**config.mk**
```make
export PLATFORM = sky130hd
export DESIGN_NAME = eewr_top
export DESIGN_NICKNAME = d
export VERILOG_FILES = /design/src/logic/eewr_fifo.v /design/src/logic/eewr_ecc.v /design/src/logic/eewr_top.v
export VERILOG_INCLUDE_DIRS = /design/src /design/src/logic
export SDC_FILE = /design/constraint.sdc
export NUM_CORES = 1
export LEC_CHECK = 0
export BUFFER_PORTS_ARGS = -buffer_cell sky130_fd_sc_hd__buf_2
export CORE_MARGIN = 5
export CORE_UTILIZATION = 55
export CTS_BUF_LIST = sky130_fd_sc_hd__clkbuf_16
export DETAILED_ROUTE_END_ITERATION = 10
export MAX_ROUTING_LAYER = met4
export PLACE_DENSITY = 0.71
export SKIP_CTS_REPAIR_TIMING = 1
export SLEW_MARGIN = 20
export SYNTH_ARGS = -nofsm -noshare
export SYNTH_HDL_FRONTEND = slang
export SYNTH_SLANG_ARGS = --single-unit
```
**constraint.sdc**
```tcl
create_clock -name sys_clk_i -period 4.5 [get_ports sys_clk_i]
set_input_delay 0.225 -clock sys_clk_i [delete_from_list [all_inputs] [get_ports sys_clk_i]]
set_output_delay 0.225 -clock sys_clk_i [all_outputs]
set_load 0.01 [all_outputs]
```
**src/logic/eewr_regs.vh**
```
/*
 * constants of the serial eeprom write path: codes, sizes and timing.
 * assumes inclusion by bare name from the design files of the block.
 */
`ifndef EEWR_REGS_VH
`define EEWR_REGS_VH

`define EEWR_DEV_TYPE      4'hA
`define EEWR_PAGE_BYTES    128
`define EEWR_WORDS_PER_PG  32
`define EEWR_ARRAY_WORDS   16384
`define EEWR_FIFO_DEPTH    32
`define EEWR_FIFO_WIDTH    16
`define EEWR_TWC_NS        5000000
`define EEWR_CLK_NS        10

`endif

```
**src/logic/eewr_fifo.v**
```verilog
/*
 * eewr_fifo: synchronous first-in first-out buffer, valid/ready both sides.
 * assumes one clock and a synchronous active-high reset.
 */
`timescale 1ns/10ps
`default_nettype none
module eewr_fifo #(
    parameter WIDTH = 16,
    parameter DEPTH = 32,
    parameter AW    = 5
) (
    input  wire             sys_clk_i,
    input  wire             rst_i,
    input  wire [WIDTH-1:0] in_data_i,
    input  wire             in_valid_i,
    output wire             in_ready_o,
    output wire [WIDTH-1:0] out_data_o,
    output wire             out_valid_o,
    input  wire             out_ready_i
);
    reg [WIDTH-1:0] mem [0:DEPTH-1];
    reg [AW:0]      wr_ptr_ff;
    reg [AW:0]      rd_ptr_ff;
    wire            full;
    wire            empty;
    wire            push;
    wire            pop;

    // pointers carry one extra bit to tell full from empty
    assign full        = (wr_ptr_ff[AW] != rd_ptr_ff[AW]) &&
                         (wr_ptr_ff[AW-1:0] == rd_ptr_ff[AW-1:0]);
    assign empty       = (wr_ptr_ff == rd_ptr_ff);
    assign in_ready_o  = ~full;
    assign out_valid_o = ~empty;
    assign out_data_o  = mem[rd_ptr_ff[AW-1:0]];
    assign push        = in_valid_i & ~full;
    assign pop         = out_ready_i & ~empty;

    // storage write
    always @(posedge sys_clk_i) begin
        if (push) begin
            mem[wr_ptr_ff[AW-1:0]] <= in_data_i;
        end
    end

    // pointer update
    always @(posedge sys_clk_i) begin
        if (rst_i) begin
            wr_ptr_ff <= {(AW+1){1'b0}};
            rd_ptr_ff <= {(AW+1){1'b0}};
        end else begin
            if (push) begin
                wr_ptr_ff <= wr_ptr_ff + 1'b1;
            end
            if (pop) begin
                rd_ptr_ff <= rd_ptr_ff + 1'b1;
            end
        end
    end
endmodule
`default_nettype wire

```
**src/logic/eewr_ecc.v**
```verilog
/*
 * eewr_ecc: hamming single-error code over 32 data bits with 6 check bits.
 * purely combinational; stored word layout is {check[5:0], data[31:0]}.
 */
`timescale 1ns/10ps
`default_nettype none
module eewr_ecc (
    input  wire [37:0] raw_i,
    input  wire [31:0] wdata_i,
    output reg  [31:0] rdata_o,
    output wire [5:0]  wchk_o
);
    // parity of data bits placed at non-power-of-two code positions
    function [5:0] ecc_par;
        input [31:0] d;
        integer p;
        integer n;
        integer k;
        reg [5:0] acc;
        begin
            acc = 6'h00;
            n = 0;
            for (p = 3; p < 39; p = p + 1) begin
                if ((p & (p - 1)) != 0) begin
                    for (k = 0; k < 6; k = k + 1) begin
                        if (((p >> k) & 1) == 1) begin
                            acc[k] = acc[k] ^ d[n];
                        end
                    end
                    n = n + 1;
                end
            end
            ecc_par = acc;
        end
    endfunction

    assign wchk_o = ecc_par(wdata_i);

    // syndrome names the failing code position; flip that data bit
    always @* begin : corr
        reg [5:0] syn;
        integer p;
        integer n;
        n = 0;
        p = 0;
        syn = raw_i[37:32] ^ ecc_par(raw_i[31:0]);
        rdata_o = raw_i[31:0];
        for (p = 3; p < 39; p = p + 1) begin
            if ((p & (p - 1)) != 0) begin
                if (syn == p[5:0]) begin
                    rdata_o[n] = ~raw_i[n];
                end
                n = n + 1;
            end
        end
    end
endmodule
`default_nettype wire

```
**src/logic/eewr_top.v**
```verilog
/*
 * eewr_top: two-wire slave write path of a serial eeprom with ecc array,
 * page latch and self-timed program cycle.
 * assumes scl/sda and the strap pins arrive asynchronously; the bus wire
 * is resolved outside from sda_o/sda_oe_o (open drain, low when enabled).
 */
`timescale 1ns/10ps
`default_nettype none
`include "eewr_regs.vh"
module eewr_top #(
    parameter TWC_CYCLES = `EEWR_TWC_NS / `EEWR_CLK_NS
) (
    input  wire sys_clk_i,
    input  wire rst_i,
    input  wire scl_i,
    input  wire sda_i,
    output wire sda_o,
    output wire sda_oe_o,
    input  wire hw_addr_bit2_i,
    input  wire hw_addr_bit1_i,
    input  wire hw_addr_bit0_i,
    input  wire wp_i,
    output wire busy_o,
    output wire standby_o
);
    // serial phases
    localparam PH_IDLE = 3'd0;
    localparam PH_DEV  = 3'd1;
    localparam PH_WHI  = 3'd2;
    localparam PH_WLO  = 3'd3;
    localparam PH_DATA = 3'd4;
    // commit states
    localparam C_IDLE  = 3'd0;
    localparam C_DRAIN = 3'd1;
    localparam C_SCAN  = 3'd2;
    localparam C_WR    = 3'd3;
    localparam C_TIME  = 3'd4;

    // pin synchronisers
    reg        scl_meta_ff;
    reg        scl_s_ff;
    reg        scl_d_ff;
    reg        sda_meta_ff;
    reg        sda_s_ff;
    reg        sda_d_ff;
    reg [3:0]  pin_meta_ff;
    reg [3:0]  pin_s_ff;
    // serial machine
    reg [2:0]  phase_ff;
    reg [3:0]  bit_cnt_ff;
    reg [7:0]  shift_ff;
    reg        ack_phase_ff;
    reg        sda_oe_ff;
    reg        first_ff;
    reg        have_data_ff;
    reg [8:0]  page_ff;
    reg [6:0]  off_ff;
    reg        launch_ff;
    reg        standby_ff;
    // commit side
    reg [2:0]  cstate_ff;
    reg [2:0]  nxt_cstate;
    reg [4:0]  widx_ff;
    reg [19:0] timer_ff;
    reg        busy_ff;
    reg [37:0] rd_word_ff;
    reg [127:0] valid_ff;
    reg [127:0] nxt_valid;
    reg [7:0]  latch [0:`EEWR_PAGE_BYTES-1];
    reg [37:0] array [0:`EEWR_ARRAY_WORDS-1];
    reg [31:0] merged;
    integer    b;

    wire       scl_rise;
    wire       scl_fall;
    wire       start_det;
    wire       stop_det;
    wire [7:0] byte_in;
    wire       dev_match;
    wire       fifo_in_valid;
    wire       fifo_in_ready;
    wire [15:0] fifo_in_data;
    wire [15:0] fifo_out_data;
    wire       fifo_out_valid;
    wire       fifo_out_ready;
    wire [31:0] corr_data;
    wire [5:0] new_chk;
    wire [13:0] word_addr;
    wire [3:0] word_valid;

    // two-flop synchronisers, third stage for edge finding
    always @(posedge sys_clk_i) begin
        if (rst_i) begin
            scl_meta_ff <= 1'b1;
            scl_s_ff    <= 1'b1;
            scl_d_ff    <= 1'b1;
            sda_meta_ff <= 1'b1;
            sda_s_ff    <= 1'b1;
            sda_d_ff    <= 1'b1;
            pin_meta_ff <= 4'h0;
            pin_s_ff    <= 4'h0;
        end else begin
            scl_meta_ff <= scl_i;
            scl_s_ff    <= scl_meta_ff;
            scl_d_ff    <= scl_s_ff;
            sda_meta_ff <= sda_i;
            sda_s_ff    <= sda_meta_ff;
            sda_d_ff    <= sda_s_ff;
            pin_meta_ff <= {wp_i, hw_addr_bit2_i, hw_addr_bit1_i,
                            hw_addr_bit0_i};
            pin_s_ff    <= pin_meta_ff;
        end
    end

    // bus conditions
    assign scl_rise  = scl_s_ff & ~scl_d_ff;
    assign scl_fall  = ~scl_s_ff & scl_d_ff;
    assign start_det = scl_s_ff & scl_d_ff & sda_d_ff & ~sda_s_ff;
    assign stop_det  = scl_s_ff & scl_d_ff & ~sda_d_ff & sda_s_ff;
    assign byte_in   = shift_ff;

    // write-direction address with matching type and straps, not busy
    assign dev_match = (byte_in[7:4] == `EEWR_DEV_TYPE) &&
                       (byte_in[3:1] == pin_s_ff[2:0]) &&
                       ~byte_in[0] && ~busy_ff;

    // data bytes go to the buffer with their page offset
    assign fifo_in_data  = {first_ff, off_ff, byte_in};
    assign fifo_in_valid = scl_fall & ~ack_phase_ff &
                           (bit_cnt_ff == 4'd8) & (phase_ff == PH_DATA);

    // serial machine: sample on rise, act on fall
    always @(posedge sys_clk_i) begin
        if (rst_i) begin
            phase_ff     <= PH_IDLE;
            bit_cnt_ff   <= 4'h0;
            shift_ff     <= 8'h00;
            ack_phase_ff <= 1'b0;
            sda_oe_ff    <= 1'b0;
            first_ff     <= 1'b0;
            have_data_ff <= 1'b0;
            page_ff      <= 9'h000;
            off_ff       <= 7'h00;
            launch_ff    <= 1'b0;
        end else begin
            launch_ff <= 1'b0;
            if (start_det) begin
                // fresh protocol; an open write is abandoned
                phase_ff     <= PH_DEV;
                bit_cnt_ff   <= 4'h0;
                ack_phase_ff <= 1'b0;
                sda_oe_ff    <= 1'b0;
                have_data_ff <= 1'b0;
            end else if (stop_det) begin
                phase_ff     <= PH_IDLE;
                ack_phase_ff <= 1'b0;
                sda_oe_ff    <= 1'b0;
                have_data_ff <= 1'b0;
                // protected target: no program cycle at all
                if (phase_ff == PH_DATA && have_data_ff && ~busy_ff &&
                    ~pin_s_ff[3]) begin
                    launch_ff <= 1'b1;
                end
            end else if (scl_rise) begin
                if (bit_cnt_ff < 4'd8 && ~ack_phase_ff) begin
                    shift_ff   <= {shift_ff[6:0], sda_s_ff};
                    bit_cnt_ff <= bit_cnt_ff + 4'd1;
                end
            end else if (scl_fall) begin
                if (ack_phase_ff) begin
                    // ninth clock over: let go of the line
                    ack_phase_ff <= 1'b0;
                    sda_oe_ff    <= 1'b0;
                    bit_cnt_ff   <= 4'h0;
                end else if (bit_cnt_ff == 4'd8) begin
                    ack_phase_ff <= 1'b1;
                    case (phase_ff)
                        PH_DEV: begin
                            if (dev_match) begin
                                sda_oe_ff <= 1'b1;
                                phase_ff  <= PH_WHI;
                                first_ff  <= 1'b1;
                            end else begin
                                phase_ff  <= PH_IDLE;
                            end
                        end
                        PH_WHI: begin
                            sda_oe_ff    <= 1'b1;
                            page_ff[8:1] <= byte_in;
                            phase_ff     <= PH_WLO;
                        end
                        PH_WLO: begin
                            sda_oe_ff  <= 1'b1;
                            page_ff[0] <= byte_in[7];
                            off_ff     <= byte_in[6:0];
                            phase_ff   <= PH_DATA;
                        end
                        PH_DATA: begin
                            if (fifo_in_ready) begin
                                sda_oe_ff    <= 1'b1;
                                off_ff       <= off_ff + 7'd1;
                                first_ff     <= 1'b0;
                                have_data_ff <= 1'b1;
                            end else begin
                                phase_ff <= PH_IDLE;
                            end
                        end
                        default: begin
                            sda_oe_ff <= 1'b0;
                        end
                    endcase
                end
            end
        end
    end

    // byte buffer between the serial side and the page latch
    eewr_fifo #(
        .WIDTH (`EEWR_FIFO_WIDTH),
        .DEPTH (`EEWR_FIFO_DEPTH),
        .AW    (5)
    ) u_fifo (
        .sys_clk_i   (sys_clk_i),
        .rst_i       (rst_i),
        .in_data_i   (fifo_in_data),
        .in_valid_i  (fifo_in_valid),
        .in_ready_o  (fifo_in_ready),
        .out_data_o  (fifo_out_data),
        .out_valid_o (fifo_out_valid),
        .out_ready_i (fifo_out_ready)
    );

    // latch is frozen while words are being committed
    assign fifo_out_ready = (cstate_ff == C_IDLE) ||
                            (cstate_ff == C_DRAIN);

    // page latch fill; first byte of a write drops older flags
    always @* begin
        nxt_valid = valid_ff;
        if (fifo_out_valid && fifo_out_ready) begin
            if (fifo_out_data[15]) begin
                nxt_valid = {128{1'b0}};
            end
            nxt_valid[fifo_out_data[14:8]] = 1'b1;
        end
    end

    always @(posedge sys_clk_i) begin
        if (fifo_out_valid && fifo_out_ready) begin
            latch[fifo_out_data[14:8]] <= fifo_out_data[7:0];
        end
    end

    always @(posedge sys_clk_i) begin
        if (rst_i) begin
            valid_ff <= {128{1'b0}};
        end else begin
            valid_ff <= nxt_valid;
        end
    end

    // word selection for read-modify-write
    assign word_addr  = {page_ff, widx_ff};
    assign word_valid = valid_ff[{widx_ff, 2'b00} +: 4];

    eewr_ecc u_ecc (
        .raw_i   (rd_word_ff),
        .wdata_i (merged),
        .rdata_o (corr_data),
        .wchk_o  (new_chk)
    );

    // keep corrected old bytes where no new byte was given
    always @* begin
        merged = corr_data;
        for (b = 0; b < 4; b = b + 1) begin
            if (word_valid[b]) begin
                merged[b*8 +: 8] = latch[{widx_ff, b[1:0]}];
            end
        end
    end

    // commit sequencer next state
    always @* begin
        nxt_cstate = cstate_ff;
        case (cstate_ff)
            C_IDLE: begin
                if (launch_ff) begin
                    nxt_cstate = C_DRAIN;
                end
            end
            C_DRAIN: begin
                if (~fifo_out_valid) begin
                    nxt_cstate = C_SCAN;
                end
            end
            C_SCAN: begin
                if (|word_valid) begin
                    nxt_cstate = C_WR;
                end else if (widx_ff == 5'd31) begin
                    nxt_cstate = C_TIME;
                end
            end
            C_WR: begin
                if (widx_ff == 5'd31) begin
                    nxt_cstate = C_TIME;
                end else begin
                    nxt_cstate = C_SCAN;
                end
            end
            C_TIME: begin
                if (timer_ff == TWC_CYCLES - 1) begin
                    nxt_cstate = C_IDLE;
                end
            end
            default: begin
                nxt_cstate = C_IDLE;
            end
        endcase
    end

    // commit sequencer registers; untouched by bus recovery
    always @(posedge sys_clk_i) begin
        if (rst_i) begin
            cstate_ff  <= C_IDLE;
            widx_ff    <= 5'h00;
            timer_ff   <= 20'h00000;
            busy_ff    <= 1'b0;
            rd_word_ff <= 38'h0;
        end else begin
            cstate_ff <= nxt_cstate;
            busy_ff   <= (nxt_cstate != C_IDLE);
            if (cstate_ff == C_DRAIN) begin
                widx_ff <= 5'h00;
            end else if (cstate_ff == C_SCAN) begin
                if (|word_valid) begin
                    rd_word_ff <= array[word_addr];
                end else if (widx_ff != 5'd31) begin
                    widx_ff <= widx_ff + 5'd1;
                end
            end else if (cstate_ff == C_WR && widx_ff != 5'd31) begin
                widx_ff <= widx_ff + 5'd1;
            end
            if (cstate_ff == C_TIME) begin
                timer_ff <= timer_ff + 20'd1;
            end else begin
                timer_ff <= 20'h00000;
            end
        end
    end

    // array write of the whole word with fresh check bits
    always @(posedge sys_clk_i) begin
        if (cstate_ff == C_WR) begin
            array[word_addr] <= {new_chk, merged};
        end
    end

    // standby whenever neither serial nor program activity is open
    always @(posedge sys_clk_i) begin
        if (rst_i) begin
            standby_ff <= 1'b1;
        end else begin
            // launch and next commit state keep standby off once busy rises
            standby_ff <= (phase_ff == PH_IDLE) && ~launch_ff &&
                          (nxt_cstate == C_IDLE);
        end
    end

    assign sda_o     = 1'b0;
    assign sda_oe_o  = sda_oe_ff;
    assign busy_o    = busy_ff;
    assign standby_o = standby_ff;
endmodule
`default_nettype wire

```
==> results.yml <==
status:
  status: "finished clean"
logic_synthesis:
  synth_edf_count: 256
  syn_nets: 1495
  synth_flop_cell: "edfxtp_1"
  async_reset_ff_share_pct: 0
  ys_types: 64
  syn_area_sq_um: 19100
  ys_warn_count: 0
  synth-seq-cells: 472
  synthCells: 1473
  synth.avg_cell_area_sq_um: 13.0
  synth.yosys.seq_area_share_pct: 62.7
placed_design:
  io_buffers: 10
  post-place-ws_ns: 0.780
  dp_hpwl_mm: 25.5
  gp_congestion: 0.813
routing:
  wl_per_cell_um: 20.6
  routed_via_density: 6.14
  top_layer: "met4"
  vias: 12100
  dr.pass1.iters: 6
  drc_errors: 0
  wl_met2_mm: 19.6
  wirelength_mm: 40.6
  drt_iter0_drc: 1100
  ant_nets: 0
  drt-met1-wl_mm: 17.9
  met3_length_mm: 2.26
critical_path:
  r2r_slack_ns: 0.79
  reg2reg_to: "valid_ff[22]"
  critPathTopFamily: "simple AND/OR/NAND/NOR gates"
  cp_max_fo: 20
  endpoint_kind: "flip-flop"
  max_stage_delay_ns: 0.79
  crit_slowest_cell: "dfxtp_2"
  cp.arrival_ns: 4.18
  path_buf_inv: 1
  worstPathRequired_ns: 4.98
  crit_path_frequent_cell: "a22oi_1"
  crit_path_start_kind: "flip-flop"
  crit_path_cell_trace: "buf_4 -> mux4_2 -> a22oi_1 -> nand4_1 -> nor4_2 -> a22oi_1 -> nor2_1"
  timing_worst_setup_path_type: "reg2reg"
  reg2regPathDepth: 7
power_and_ir_drop:
  p_seq_share_pct: 53.7
  powerDensity_nw_per_um2: 404
  p_int_w: 0.00662
  power_leakage_nw: 6.79
  switching_share_pct: 21.9
  fin_total_pwr_w: 0.00848
  peakVddDrop_uv: 353
  p_comb_share_pct: 5.2
  netSwitchingPower_w: 0.00186
  power.share.clock_pct: 41.1
floorplan:
  placementRows: 68
  ios: 12
  dieArea_sq_um: 38600
  dieWidth_um: 197
  start_util_pct: 55.6
  coreArea_sq_um: 34500
  die_h_um: 197
finish:
  fin_nets: 1505
  drive_above_1_share_pct: 13.8
  areaGrowthSynthToFinish_pct: 9.63
  final_util_pct: 60.9
  diodes: 0
clock_network:
  ctsHtreeMaxLevel: 2
  numCtsBuffers: 46
  path_clk_slew_ns: 0.06
  clkSinkCount: 472
  cts_buffer_depth: 3
  cts_tree: "built"
  clock_latency_ns: 0.56
  clock-root-buffer: "clkbuf_16"
grt:
  grt_pass1_wl_mm: 64.8
  first_global_vias: 11700
  grt_max_degree: 97
  overflow: 0
  antenna_found_initial: 0
  grtUsageTotal_pct: 21.4
worst_hold_path:
  whs_path_depth: 2
  hold_end: "valid_ff[121]"
  hold_path_class: "in2reg"
  min-delay-start: "rst_i"
sta:
  report.final.hold_viol_count: 0
  setup_viol: 0
  max_freq_ghz: 0.270
  tightest_slew_ns: 0.989
  maxSlewHeadroom_pct: 34.1
  min_period_ns: 3.71
  setup_ws_ns: 0.791
  rsz0062_at_grt: "no"
  timing.setup.tns_ns: 0
  post-route-period-util_pct: 82.4
  maxSlewViolCount: 0
  finClkSkew_ns: 0.0207
job:
  drv_cap: 0
power by group through the flow:
| stage | registers (W) | clock network [W] | logic, W |
|---|---|---|---|
| after CTS | 0.00456 | 0.00356 | 0.000433 |
| after global placement | 0.00465 | 0 | 0.000426 |
| final | 0.00455 | 0.00349 | 0.000437 |
| after floorplan | 0.00462 | 0 | 0.000365 |
| after global routing | 0.00456 | 0.00375 | 0.000466 |
| after detailed placement | 0.00465 | 0 | 0.000432 |
cell usage after synthesis (5+ instances only):
cell type	n	area share (%)
buf_4	21	0.82
xor2_1	24	1.1
nor2_1	239	4.7
nand3_1	26	0.68
and4_1	9	0.41
nor2b_1	19	0.62
buf_6	9	0.53
nand4_1	12	0.39
nor4_2	16	1.0
dfxtp_1	216	23
or3_1	10	0.33
nand2_1	58	1.1
mux4_2	54	6.4
nor4_1	20	0.65
edfxtp_1	256	40
or2_2	9	0.29
nor3_1	14	0.37
a21oi_1	35	0.92
a22oi_1	156	6.1
xnor2_1	14	0.64
buf_2	15	0.39
o21ai_0	20	0.52
ha_1	14	0.92
and3_1	8	0.26
nand4_2	5	0.33
inv_1	18	0.35
nand3b_1	6	0.24
clkbuf_1	41	0.80
nand2b_1	7	0.23
mux2i_1	46	2.4
nor4b_1	8	0.37
stage by stage:
stage	cells	instance area, sq um	hold slack (ns)
final	1973	21000	0.300
after global routing	1973	21000	0.345
after CTS	1967	20900	-0.165
after detailed placement	1884	19600	0.399
after global placement	1884	19600	0.404
after floorplan	1473	19100	0.329
how the worst max path moves through the flow:
| stage | start | end | slack [ns] | cells after the start |
|---|---|---|---|---|
| after global routing | flip-flop | valid_ff[70] | 0.44 | 8 |
| after CTS | flip-flop | valid_ff[22] | 0.78 | 7 |
| after floorplan | flip-flop | valid_ff[22] | 1.91 | 8 |
| after detailed placement | flip-flop | valid_ff[22] | 0.78 | 8 |
| after global placement | flip-flop | valid_ff[110] | 0.88 | 8 |
| final | flip-flop | valid_ff[22] | 0.79 | 7 |
state kept, by name, summed over array words and instances (netlist names), 5 cells and up, named ones only:
signal,cells
u_fifo.wr_ptr_ff,6
valid_ff,128
u_fifo.mem,256
byte_in,8
off_ff,7
u_fifo.rd_ptr_ff,6
timer_ff,20
widx_ff,5
logic make-up (layout without fill, tap and decap cells):
logic type	Yosys count	in the layout	synth area share (%)
muxes	103	103	8.94
adders and majority gates	14	14	0.915
AOI/OAI and AO/OA	250	250	9.25
other	1	1	0.0196
DFF	472	472	62.7
and+or+nand+nor	489	489	13.4
xor gates and xnor gates	38	38	1.74
buffers and inverters	106	151	3.03
cell usage in the layout (no fill, tap or decap), types with 20 or more instances in the layout:
cell type  synthesis  routed
mux2i_1           46      46
edfxtp_1         256     256
dfxtp_1          216     213
xor2_1            24      24
inv_1             18      27
mux4_2            54      54
nor2_1           239     239
nand3_1           26      26
nor4_1            20      20
a22oi_1          156     156
buf_4             21      31
nand2_1           58      57
a21oi_1           35      35
clkbuf_16          0      47
o21ai_0           20      20
final cells by class:
| type | instances | area (sq um) |
|---|---|---|
| Sequential cell | 472 | 12000 |
| Tap cell | 455 | 569 |
| Timing Repair Buffer | 50 | 418 |
| Clock buffer | 47 | 1180 |
| Inverter | 18 | 67.6 |
| Fill cell | 2592 | 13500 |
| Multi-Input combinational cell | 895 | 6560 |
| Clock inverter | 36 | 179 |
layer usage:
metal  vias up  track usage [%]
li1       5577                -
met1      6093             30.0
met2       379             33.7
met3        62             2.91
met4         0             5.35
met5         -                -
No activity file was read; power rests on OpenSTA's default activity.
